--- src/logic/pbl_pkg.sv ---
// constants, timings and register map of the pushbutton power latch
package pbl_pkg;

  // clock and internal timebase
  localparam int CLK_HZ = 40_000_000;
  localparam int T_TICK_US = 100;
  localparam int TICK_CYC = T_TICK_US * (CLK_HZ / 1_000_000);
  localparam int TICK_W = 16;

  // documented durations in their own units
  localparam int T_GLITCH_US = 600;
  localparam int T_DB_SHORT_MS = 50;
  localparam int T_DB_LONG_MS = 2000;
  localparam int T_SD_SHORT_MS = 8000;
  localparam int T_SD_LONG_MS = 16000;
  localparam int T_INT_NOM_MS = 32;
  localparam int T_INT_EXT_MS = 128;
  localparam int BLANK_MULT = 2;

  // durations as timebase ticks
  localparam int CW = 18;
  typedef logic [CW-1:0] pbl_cnt_t;
  localparam pbl_cnt_t GLITCH_TICKS = pbl_cnt_t'((T_GLITCH_US + T_TICK_US - 1) / T_TICK_US);
  localparam pbl_cnt_t DB_SHORT_TICKS = pbl_cnt_t'(T_DB_SHORT_MS * 1000 / T_TICK_US);
  localparam pbl_cnt_t DB_LONG_TICKS = pbl_cnt_t'(T_DB_LONG_MS * 1000 / T_TICK_US);
  localparam pbl_cnt_t SD_SHORT_TICKS = pbl_cnt_t'(T_SD_SHORT_MS * 1000 / T_TICK_US);
  localparam pbl_cnt_t SD_LONG_TICKS = pbl_cnt_t'(T_SD_LONG_MS * 1000 / T_TICK_US);
  localparam pbl_cnt_t INT_NOM_TICKS = pbl_cnt_t'(T_INT_NOM_MS * 1000 / T_TICK_US);
  localparam pbl_cnt_t INT_EXT_TICKS = pbl_cnt_t'(T_INT_EXT_MS * 1000 / T_TICK_US);
  localparam pbl_cnt_t BLANK_TICKS = pbl_cnt_t'(BLANK_MULT * T_INT_NOM_MS * 1000 / T_TICK_US);

  // register byte offsets
  localparam int AW = 8;
  localparam logic [AW-1:0] ADR_CTRL = 8'h00;
  localparam logic [AW-1:0] ADR_STATUS = 8'h04;
  localparam logic [AW-1:0] ADR_IRQ_STAT = 8'h08;
  localparam logic [AW-1:0] ADR_IRQ_MASK = 8'h0c;

  // control fields
  localparam int CTRL_W = 2;
  localparam int CTRL_DB_LONG = 0;
  localparam int CTRL_SD_LONG = 1;
  localparam logic [CTRL_W-1:0] CTRL_RST = 2'h0;

  // status fields
  localparam int ST_POWER = 0;
  localparam int ST_INT = 1;
  localparam int ST_PRESSED = 2;
  localparam int ST_BLANK = 3;

  // interrupt fields
  localparam int IRQ_W = 3;
  localparam int IRQ_PRESS = 0;
  localparam int IRQ_LONG = 1;
  localparam int IRQ_CLEAR = 2;
  localparam logic [IRQ_W-1:0] IRQ_MASK_RST = 3'h0;

  typedef enum logic [1:0] {
    PBL_IDLE,
    PBL_DEBOUNCE,
    PBL_HELD,
    PBL_DONE
  } pbl_state_e;

endpackage

--- src/logic/pbl_top.sv ---
// pushbutton power latch with debouncer, interrupt pulse and wishbone registers
`timescale 1ns/1ps
module pbl_top #(
  parameter int TICK_CYC = pbl_pkg::TICK_CYC,
  parameter bit OFF_ON_LONG = 1'b1
) (
  // clock and reset
  input wire logic clock_i,
  input wire logic arst_n_i,
  // wishbone slave
  input wire logic wb_cyc_i,
  input wire logic wb_stb_i,
  input wire logic wb_we_i,
  input wire logic [pbl_pkg::AW-1:0] wb_adr_i,
  input wire logic [31:0] wb_dat_i,
  input wire logic [3:0] wb_sel_i,
  output logic [31:0] wb_dat_o,
  output logic wb_ack_o,
  // pins
  input wire logic button_in_n_i,
  input wire logic latch_clear_n_i,
  output logic power_o,
  output logic int_n_o,
  output logic int_oe_o,
  output logic irq_o
);

  // timebase
  logic [pbl_pkg::TICK_W-1:0] tick_cnt_r;
  logic [pbl_pkg::TICK_W-1:0] tick_cnt_nxt;
  logic tick_r;
  logic tick_nxt;

  // debouncer
  pbl_pkg::pbl_state_e state_r;
  pbl_pkg::pbl_state_e state_nxt;
  pbl_pkg::pbl_cnt_t press_cnt_r;
  pbl_pkg::pbl_cnt_t press_cnt_nxt;
  pbl_pkg::pbl_cnt_t rel_cnt_r;
  pbl_pkg::pbl_cnt_t rel_cnt_nxt;
  pbl_pkg::pbl_cnt_t db_ticks;
  pbl_pkg::pbl_cnt_t sd_ticks;
  logic ev_press;
  logic ev_long;
  logic pressed;

  // latch and pulse
  logic power_r;
  logic power_nxt;
  pbl_pkg::pbl_cnt_t int_cnt_r;
  pbl_pkg::pbl_cnt_t int_cnt_nxt;
  pbl_pkg::pbl_cnt_t blank_cnt_r;
  pbl_pkg::pbl_cnt_t blank_cnt_nxt;
  logic int_oe_r;
  logic int_oe_nxt;
  logic ev_clear;

  // registers
  logic [pbl_pkg::CTRL_W-1:0] ctrl_r;
  logic [pbl_pkg::CTRL_W-1:0] ctrl_nxt;
  logic [pbl_pkg::IRQ_W-1:0] irq_stat_r;
  logic [pbl_pkg::IRQ_W-1:0] irq_stat_nxt;
  logic [pbl_pkg::IRQ_W-1:0] irq_mask_r;
  logic [pbl_pkg::IRQ_W-1:0] irq_mask_nxt;
  logic irq_r;
  logic irq_nxt;
  logic ack_r;
  logic ack_nxt;
  logic [31:0] dat_r;
  logic [31:0] dat_nxt;
  logic wr_en;
  logic [pbl_pkg::IRQ_W-1:0] irq_set;

  always_comb begin
    tick_nxt = (tick_cnt_r == pbl_pkg::TICK_W'(TICK_CYC - 1));
    tick_cnt_nxt = tick_nxt ? '0 : tick_cnt_r + 1'b1;
  end

  always_ff @(posedge clock_i or negedge arst_n_i) begin
    if (!arst_n_i) begin
      tick_cnt_r <= '0;
      tick_r <= 1'b0;
    end else begin
      tick_cnt_r <= tick_cnt_nxt;
      tick_r <= tick_nxt;
    end
  end

  always_comb begin
    db_ticks = ctrl_r[pbl_pkg::CTRL_DB_LONG] ? pbl_pkg::DB_LONG_TICKS : pbl_pkg::DB_SHORT_TICKS;
    sd_ticks = ctrl_r[pbl_pkg::CTRL_SD_LONG] ? pbl_pkg::SD_LONG_TICKS : pbl_pkg::SD_SHORT_TICKS;
  end

  // debounce state machine
  always_comb begin
    state_nxt = state_r;
    press_cnt_nxt = press_cnt_r;
    rel_cnt_nxt = rel_cnt_r;
    ev_press = 1'b0;
    ev_long = 1'b0;
    case (state_r)
      pbl_pkg::PBL_IDLE: begin
        press_cnt_nxt = '0;
        rel_cnt_nxt = '0;
        if (!button_in_n_i) begin
          state_nxt = pbl_pkg::PBL_DEBOUNCE;
        end
      end
      pbl_pkg::PBL_DEBOUNCE, pbl_pkg::PBL_HELD, pbl_pkg::PBL_DONE: begin
        if (tick_r && state_r != pbl_pkg::PBL_DONE) begin
          press_cnt_nxt = press_cnt_r + 1'b1;
        end
        if (!button_in_n_i) begin
          rel_cnt_nxt = '0;
        end else if (tick_r) begin
          rel_cnt_nxt = rel_cnt_r + 1'b1;
        end
        if (rel_cnt_r >= pbl_pkg::GLITCH_TICKS) begin
          state_nxt = pbl_pkg::PBL_IDLE;
        end else if (state_r == pbl_pkg::PBL_DEBOUNCE && press_cnt_r >= db_ticks) begin
          state_nxt = pbl_pkg::PBL_HELD;
          ev_press = 1'b1;
        end else if (state_r == pbl_pkg::PBL_HELD && press_cnt_r >= sd_ticks) begin
          state_nxt = pbl_pkg::PBL_DONE;
          ev_long = 1'b1;
        end
      end
      default: begin
        state_nxt = pbl_pkg::PBL_IDLE;
      end
    endcase
    pressed = (state_r != pbl_pkg::PBL_IDLE);
  end

  always_ff @(posedge clock_i or negedge arst_n_i) begin
    if (!arst_n_i) begin
      state_r <= pbl_pkg::PBL_IDLE;
      press_cnt_r <= '0;
      rel_cnt_r <= '0;
    end else begin
      state_r <= state_nxt;
      press_cnt_r <= press_cnt_nxt;
      rel_cnt_r <= rel_cnt_nxt;
    end
  end

  // latch, blanking and interrupt pulse
  always_comb begin
    power_nxt = power_r;
    int_cnt_nxt = int_cnt_r;
    blank_cnt_nxt = blank_cnt_r;
    ev_clear = 1'b0;
    if (tick_r && int_cnt_r != '0) begin
      int_cnt_nxt = int_cnt_r - 1'b1;
    end
    if (tick_r && blank_cnt_r != '0) begin
      blank_cnt_nxt = blank_cnt_r - 1'b1;
    end
    if (power_r && blank_cnt_r == '0 && !latch_clear_n_i) begin
      power_nxt = 1'b0;
      ev_clear = 1'b1;
    end
    if (ev_press) begin
      power_nxt = 1'b1;
      int_cnt_nxt = pbl_pkg::INT_NOM_TICKS;
      if (!power_r) begin
        blank_cnt_nxt = pbl_pkg::BLANK_TICKS;
      end
    end
    if (ev_long) begin
      int_cnt_nxt = pbl_pkg::INT_EXT_TICKS;
      if (OFF_ON_LONG) begin
        power_nxt = 1'b0;
      end
    end
    int_oe_nxt = (int_cnt_nxt != '0);
  end

  always_ff @(posedge clock_i or negedge arst_n_i) begin
    if (!arst_n_i) begin
      power_r <= 1'b0;
      int_cnt_r <= '0;
      blank_cnt_r <= '0;
      int_oe_r <= 1'b0;
    end else begin
      power_r <= power_nxt;
      int_cnt_r <= int_cnt_nxt;
      blank_cnt_r <= blank_cnt_nxt;
      int_oe_r <= int_oe_nxt;
    end
  end

  // wishbone slave and interrupt registers
  always_comb begin
    ack_nxt = wb_cyc_i && wb_stb_i && !ack_r;
    wr_en = ack_nxt && wb_we_i && wb_sel_i[0];
    ctrl_nxt = ctrl_r;
    irq_mask_nxt = irq_mask_r;
    irq_set = '0;
    irq_set[pbl_pkg::IRQ_PRESS] = ev_press;
    irq_set[pbl_pkg::IRQ_LONG] = ev_long;
    irq_set[pbl_pkg::IRQ_CLEAR] = ev_clear;
    irq_stat_nxt = irq_stat_r;
    if (wr_en && wb_adr_i == pbl_pkg::ADR_CTRL) begin
      ctrl_nxt = wb_dat_i[pbl_pkg::CTRL_W-1:0];
    end
    if (wr_en && wb_adr_i == pbl_pkg::ADR_IRQ_MASK) begin
      irq_mask_nxt = wb_dat_i[pbl_pkg::IRQ_W-1:0];
    end
    if (wr_en && wb_adr_i == pbl_pkg::ADR_IRQ_STAT) begin
      irq_stat_nxt = irq_stat_r & ~wb_dat_i[pbl_pkg::IRQ_W-1:0];
    end
    // set wins over clear
    irq_stat_nxt = irq_stat_nxt | irq_set;
    irq_nxt = |(irq_stat_nxt & irq_mask_nxt);
    dat_nxt = '0;
    if (ack_nxt && !wb_we_i) begin
      case (wb_adr_i)
        pbl_pkg::ADR_CTRL: begin
          dat_nxt[pbl_pkg::CTRL_W-1:0] = ctrl_r;
        end
        pbl_pkg::ADR_STATUS: begin
          dat_nxt[pbl_pkg::ST_POWER] = power_r;
          dat_nxt[pbl_pkg::ST_INT] = int_oe_r;
          dat_nxt[pbl_pkg::ST_PRESSED] = pressed;
          dat_nxt[pbl_pkg::ST_BLANK] = (blank_cnt_r != '0);
        end
        pbl_pkg::ADR_IRQ_STAT: begin
          dat_nxt[pbl_pkg::IRQ_W-1:0] = irq_stat_r;
        end
        pbl_pkg::ADR_IRQ_MASK: begin
          dat_nxt[pbl_pkg::IRQ_W-1:0] = irq_mask_r;
        end
        default: begin
          dat_nxt = '0;
        end
      endcase
    end
  end

  always_ff @(posedge clock_i or negedge arst_n_i) begin
    if (!arst_n_i) begin
      ctrl_r <= pbl_pkg::CTRL_RST;
      irq_mask_r <= pbl_pkg::IRQ_MASK_RST;
      irq_stat_r <= '0;
      irq_r <= 1'b0;
      ack_r <= 1'b0;
      dat_r <= '0;
    end else begin
      ctrl_r <= ctrl_nxt;
      irq_mask_r <= irq_mask_nxt;
      irq_stat_r <= irq_stat_nxt;
      irq_r <= irq_nxt;
      ack_r <= ack_nxt;
      dat_r <= dat_nxt;
    end
  end

  // output drive
  always_ff @(posedge clock_i or negedge arst_n_i) begin
    if (!arst_n_i) begin
      int_n_o <= 1'b0;
    end else begin
      int_n_o <= 1'b0;
    end
  end

  assign power_o = power_r;
  assign int_oe_o = int_oe_r;
  assign irq_o = irq_r;
  assign wb_ack_o = ack_r;
  assign wb_dat_o = dat_r;

endmodule

--- config.mk ---
export PLATFORM = sky130hd
export DESIGN_NAME = pbl_top
export DESIGN_NICKNAME = d
export VERILOG_FILES = /design/src/logic/pbl_pkg.sv /design/src/logic/pbl_top.sv
export SDC_FILE = /design/constraint.sdc
export NUM_CORES = 1
export LEC_CHECK = 0
export BUFFER_PORTS_ARGS = -buffer_cell sky130_fd_sc_hd__buf_4
export CORE_MARGIN = 1.5
export CORE_UTILIZATION = 62
export DETAILED_ROUTE_END_ITERATION = 8
export HOLD_SLACK_MARGIN = 0.08
export PLACE_DENSITY = 0.94
export SYNTH_ARGS = -nofsm -noshare
export SYNTH_HDL_FRONTEND = slang
export SYNTH_SLANG_ARGS = --single-unit
--- constraint.sdc ---
create_clock -name clock_i -period 3.8 [get_ports clock_i]
set_input_delay 0.38 -clock clock_i [delete_from_list [all_inputs] [get_ports clock_i]]
set_output_delay 0.38 -clock clock_i [all_outputs]
set_load 0.01 [all_outputs]
---- Word level (Yosys, flattened, before mapping) ----
Cells that the tools add are included.
storage, ports and cells
  bits in registers ....................... 135
  word-level logic and storage cells ...... 104
cells by class
  add/subtract/negate cells ............... 5
  magnitude comparators ................... 3
  eq/ne operators ......................... 12
  mux-type cells .......................... 36
  bitwise gates (word level) .............. 4
  reductions and logical operators ........ 29
operators by type and width
  operator                                               number
  2-to-1 mux 18 bit                                      10
  case mux 18 bit (2 select lines)                       2
  nonzero test 18 bit                                    3
  adder 18 x 1 -> 18 bit (second input constant)         2
  subtractor 18 x 1 -> 18 bit (second input constant)    2
  >= comparator 18 x 15 -> 1 bit                         1
  >= comparator 18 bit                                   1
  >= comparator 18 x 3 -> 1 bit (second input constant)  1
  logical NOT 18 bit                                     1
  adder 16 x 1 -> 16 bit (second input constant)         1
  == test 16 x 12 -> 1 bit (second input constant)       1
  == test 8 x 4 -> 1 bit (second input constant)         2
  2-to-1 mux 16 bit                                      1
  logical AND 1 bit                                      15
  2-to-1 mux 15 bit                                      1
  2-to-1 mux 1 bit                                       12
  == test 8 x 3 -> 1 bit (second input constant)         1
  logical NOT 8 bit                                      1
  2-to-1 mux 2 bit                                       4
  case mux 2 bit (4 select lines)                        1
  bitwise AND 3 bit                                      2
  2-to-1 mux 3 bit                                       2
  inequality test 2 bit (second input constant)          3
  OR reduction 3 bit                                     2
  other kinds (14)                                       17

---- Longest topological paths before layout ----
  depth after elaboration ................. 10
  depth in mapped cells ................... 9

---- Worst setup path before layout ----
OpenSTA, ideal clock, no wires.
  kind .................................... reg-to-reg
  start point ............................. register int_cnt_r[0]
  end point ............................... register int_oe_r (netlist: int_oe_o)
  setup time .............................. 0.135 ns
  arrival time ............................ 2.175 ns
  data required time ...................... 3.665 ns
  setup slack ............................. 1.490 ns
  stages on the path, launching flop included .. 9
  buffers on the path ..................... 0
  period minus slack after synthesis ...... 2.310 ns
  cell sequence ........................... dfrtp_1 inv_1 ha_1 or3b_2 or3_1 o31ai_2 nand2_1 a211oi_1 nand4b_1
on the way
  longest elaborated chain between the ends .. 6
RTL lines
  item                                                                                 line            text
  from (decl)                                                                          pbl_top.sv:50   pbl_pkg::pbl_cnt_t int_cnt_r;
  from (signal assigned)                                                               pbl_top.sv:187  int_cnt_r <= int_cnt_nxt;
  parallel branches: the longest is 2 deep, another holds subtractor 18 x 1 -> 18 bit  -
  2-to-1 mux 18 bit (*)                                                                pbl_top.sv:153  if (tick_r && int_cnt_r != '0) begin
  2-to-1 mux 18 bit (*)                                                                pbl_top.sv:163  if (ev_press) begin
  2-to-1 mux 18 bit (*)                                                                pbl_top.sv:170  if (ev_long) begin
  nonzero test 18 bit (*)                                                              pbl_top.sv:176  int_oe_nxt = (int_cnt_nxt != '0);
  via int_oe_nxt                                                                       pbl_top.sv:55   logic int_oe_nxt;
  to (signal assigned)                                                                 pbl_top.sv:189  int_oe_r <= int_oe_nxt;
  to (decl)                                                                            pbl_top.sv:54   logic int_oe_r;
Mark *: on every way through the listed nets, which the timed path passes.
A chain may end at the register's enable or synchronous reset.

---- Worst setup path in the final report ----
  start point ............................. register ctrl_r[1] in the netlist's numbering
  end point ............................... register irq_r (netlist: irq_o)
on the way
  longest elaborated chain between the ends .. 10
RTL lines
  item                    line            text
  from (decl)             pbl_top.sv:59   logic [pbl_pkg::CTRL_W-1:0] ctrl_r;
  from (signal assigned)  pbl_top.sv:243  ctrl_r <= pbl_pkg::CTRL_RST;
  from (signal assigned)  pbl_top.sv:250  ctrl_r <= ctrl_nxt;
  2-to-1 mux 18 bit       pbl_top.sv:91   sd_ticks = ctrl_r[pbl_pkg::CTRL_SD_LONG] ? pbl_pkg::SD_LONG_TICKS : pbl_pkg::SD_SHORT_TICKS;
  >= comparator 18 bit    pbl_top.sv:123  end else if (state_r == pbl_pkg::PBL_HELD && press_cnt_r >= sd_ticks) begin
  logical AND 1 bit       pbl_top.sv:123
  2-to-1 mux 1 bit        pbl_top.sv:123
  2-to-1 mux 1 bit        pbl_top.sv:120  end else if (state_r == pbl_pkg::PBL_DEBOUNCE && press_cnt_r >= db_ticks) begin
  2-to-1 mux 1 bit        pbl_top.sv:118  if (rel_cnt_r >= pbl_pkg::GLITCH_TICKS) begin
  2-to-1 mux 1 bit        pbl_top.sv:101  case (state_r)
  bitwise OR 3 bit        pbl_top.sv:214  irq_stat_nxt = irq_stat_nxt | irq_set;
  bitwise AND 3 bit       pbl_top.sv:215  irq_nxt = |(irq_stat_nxt & irq_mask_nxt);
  OR reduction 3 bit      pbl_top.sv:215
  via irq_nxt             pbl_top.sv:66   logic irq_nxt;
  to (signal assigned)    pbl_top.sv:253  irq_r <= irq_nxt;
  to (decl)               pbl_top.sv:65   logic irq_r;
The timed path passes the listed nets, and every way through them passes these cells.

==> impl_metrics.json <==
{
  "final_cell_count_no_fill": 794,
  "final.setup.worst_slack_ps": 875,
  "crit_path_end_kind": "flip-flop",
  "worst-path-buf-inv": 1,
  "worstMarginPinSlew_ps": 1150,
  "synthesis.area_um2": 6040,
  "via_per_inst": 5.89,
  "synth_ff_type": "dfrtp_1",
  "synthTopCellsByArea": "dfrtp_1, nor2_1, xnor2_1",
  "crit_path_cell_trace": "inv_1 > ha_1 > nand4_1 > a2111oi_0 > o21ai_0 > a211oi_1 > o21ai_0 > o221ai_1",
  "rows": 35,
  "period_needed_ps": 2930,
  "maxCapViolCount": 0,
  "cts_setup_buffers": 0,
  "synth-edff-count": 0,
  "worst_r2r_endpoint": "irq_o$_DFF_PN0_",
  "synthArstFlopShare": 1.00,
  "critPathMaxStageDelay_ps": 740,
  "path_common_cell": "o21ai_0",
  "postSynthAreaPerCell_um2": 9.49,
  "rr_startpoint": "ctrl_r[1]$_DFFE_PN0P_",
  "nets": 735,
  "min_period_over_period": 0.770,
  "wirelength_um": 12200,
  "clock.fmax_mhz": 342,
  "worstSkewPairLatency_ps": 390,
  "peakVddDrop_uv": 414,
  "drive_above_1_share": 0.0932,
  "startpoint_type": "flip-flop",
  "crit_type": "reg2reg",
  "die-area_um2": 10300,
  "initial_utilization": 0.648,
  "die_w_um": 102,
  "cts_buffers": 9,
  "dp.cells": 779,
  "io_pins": 88,
  "status": "complete, no violations",
  "wire_per_inst_um": 15.4,
  "coreArea_um2": 9330,
  "clkSinkCount": 107,
  "tns_ps": 0,
  "power.leakage_nw": 3.08,
  "cpMaxStageDelayCell": "a211oi_1",
  "fin_worst_skew_ps": 16.9,
  "drc": 0,
  "synth.top_cell.area_share": 0.443,
  "fin_total_pwr_mw": 1.88,
  "yosysSeqAreaShare": 0.443,
  "path_clk_slew_ps": 100,
  "gr-total-overflow": 0,
  "grt_pass1_wl_um": 20700,
  "grt_pass1_vias": 4566,
  "cts-resized-gates": 0,
  "area_growth_syn_to_layout_pct": 6.46,
  "hold_path.class": "in2async",
  "crit_family": "compound AO/OA/AOI/OAI gates",
  "crit_required_ps": 4100,
  "clockBufferDepth": 2,
  "slew_headroom": 0.228,
  "hold_buffers": 0,
  "portBuffers": 26,
  "place.gp.congestion": 0.916,
  "drt_iter0_markers": 241,
  "worstRegToRegCells": 8,
  "diodes": 0,
  "synth_warnings": 0,
  "grt_start_max_net_pins": 90,
  "yosys.area.top_type": "dfrtp_1",
  "synth_cells": 637,
  "grt_util_all_layers": 0.257,
  "antenna_found_initial": 0,
  "r2r_slack_ps": 870,
  "synth.distinct_cells": 62,
  "postRouteAntennaNets": 0,
  "ys_seq_elements": 107,
  "rsz0062_at_grt": "no",
  "fp.dieH_um": 102,
  "p_per_area_nw_per_um2": 292,
  "setup_violations": 0,
  "dr.pass1.iters": 5,
  "arrival_ps": 3220,
  "crit_fanout": 6,
  "num_vias": 4676,
  "hold_viol": 0,
  "h-tree-depth": 3,
  "maxSlewViolCount": 0,
  "dp_hpwl_um": 8610,
  "dpl_worst_slack_ps": 1050,
  "whs_ps": 195,
  "cts_tree": "yes",
  "cts_root_buf": "clkbuf_8"
}
-- area by class of cell --
class                   count  area (um^2)
repair buffers             30          225
well taps                 129          161
flip-flops and latches    107         2680
clock inverters             4         35.0
fillers                   680         2890
inverters                  24         90.1
clock buffers              11          151
multi-input cells         489         3090
-- cell usage in the layout, fill, tap and decap left out, types with 11 or more instances in the layout --
| cell | netlist | final |
|---|---|---|
| xnor2_1 | 38 | 38 |
| a21oi_1 | 19 | 19 |
| nand2_1 | 37 | 37 |
| ha_1 | 23 | 23 |
| xor2_1 | 31 | 31 |
| buf_4 | 29 | 30 |
| dfrtp_1 | 107 | 107 |
| nor3_1 | 23 | 23 |
| nand3_1 | 16 | 16 |
| o21ai_0 | 16 | 16 |
| nand4_1 | 20 | 20 |
| inv_1 | 24 | 24 |
| or3_1 | 12 | 12 |
| clkbuf_8 | 0 | 11 |
| nor2_1 | 98 | 98 |
| nor4_1 | 18 | 18 |
| conb_1 | 1 | 29 |
-- layer usage --
layer	up-vias	GRT usage	share of wire
met5	-	0	0
met4	0	0.119	0.027
met3	26	0.0545	0.042
met2	128	0.446	0.51
met1	2291	0.308	0.42
li1	2231	-	-
-- sequential cells by signal (all words and copies together) (netlist names) --
signal,flops
wb_dat_o,4
blank_cnt_r,18
ctrl_r,2
irq_o,1
int_cnt_r,18
irq_mask_r,3
wb_ack_o,1
power_o,1
irq_stat_r,3
press_cnt_r,18
tick_r,1
tick_cnt_r,16
state_r,2
int_oe_o,1
rel_cnt_r,18
-- power breakdown --
group	switching (mW)	total, mW	internal [mW]
sequential	0.00126	1.14	1.14
clock	0.395	0.671	0.276
combinational	0.0476	0.0653	0.0177
total	0.443	1.88	1.43
-- cell usage after synthesis (7+ instances only) --
master      n
nor4_1     18
nor3_1     23
nand4_1    20
and3_1      8
or3_1      12
clkbuf_1   12
nand2_1    37
inv_1      24
dfrtp_1   107
ha_1       23
o21ai_0    16
nor2_1     98
a21oi_1    19
nand3_1    16
xor2_1     31
xnor2_1    38
buf_4      29
nor2b_1     7
or4_1      10
-- worst register-to-register path: stages, from the launching register on --
cell	delay [ps]
dfrtp_1	430
inv_1	120
ha_1	340
nand4_1	110
a2111oi_0	530
o21ai_0	250
a211oi_1	740
o21ai_0	190
o221ai_1	120
-- how the worst max path moves through the flow --
stage	from	endpoint	slack [ps]	cells after the start
3_3_place_gp	int_cnt_r[0]$_DFF_PN0_	int_oe_o$_DFF_PN0_	1210	8
6_report	ctrl_r[1]$_DFFE_PN0P_	irq_o$_DFF_PN0_	870	8
4_1_cts	ctrl_r[1]$_DFFE_PN0P_	irq_o$_DFF_PN0_	1010	8
5_1_grt	ctrl_r[1]$_DFFE_PN0P_	irq_o$_DFF_PN0_	550	8
2_1_floorplan	int_cnt_r[0]$_DFF_PN0_	int_oe_o$_DFF_PN0_	1490	8
3_5_place_dp	ctrl_r[1]$_DFFE_PN0P_	irq_o$_DFF_PN0_	1050	8
-- cells by family (layout without fill, tap and decap cells) --
| kind of cell | count (synthesis) | in the layout | share of synthesized area |
|---|---|---|---|
| AND/OR/NAND/NOR | 288 | 288 | 0.252 |
| flip-flops | 107 | 107 | 0.443 |
| AO/OA/AOI/OAI | 72 | 72 | 0.0764 |
| XOR/XNOR | 69 | 69 | 0.100 |
| buffers and inverters | 69 | 69 | 0.0625 |
| adder cells (fa/ha/maj) | 24 | 24 | 0.0493 |
| multiplexers | 7 | 7 | 0.0164 |
| other | 1 | 29 | 0.000621 |
-- through the flow --
step | cell area (um^2) | util
4_1_cts | 6430 | 0.690
3_5_place_dp | 6250 | 0.670
6_report | 6430 | 0.690
2_1_floorplan | 6150 | -
3_3_place_gp | 6250 | 0.670
5_1_grt | 6430 | 0.690
Note: power is estimated with default switching activity, not from simulation.
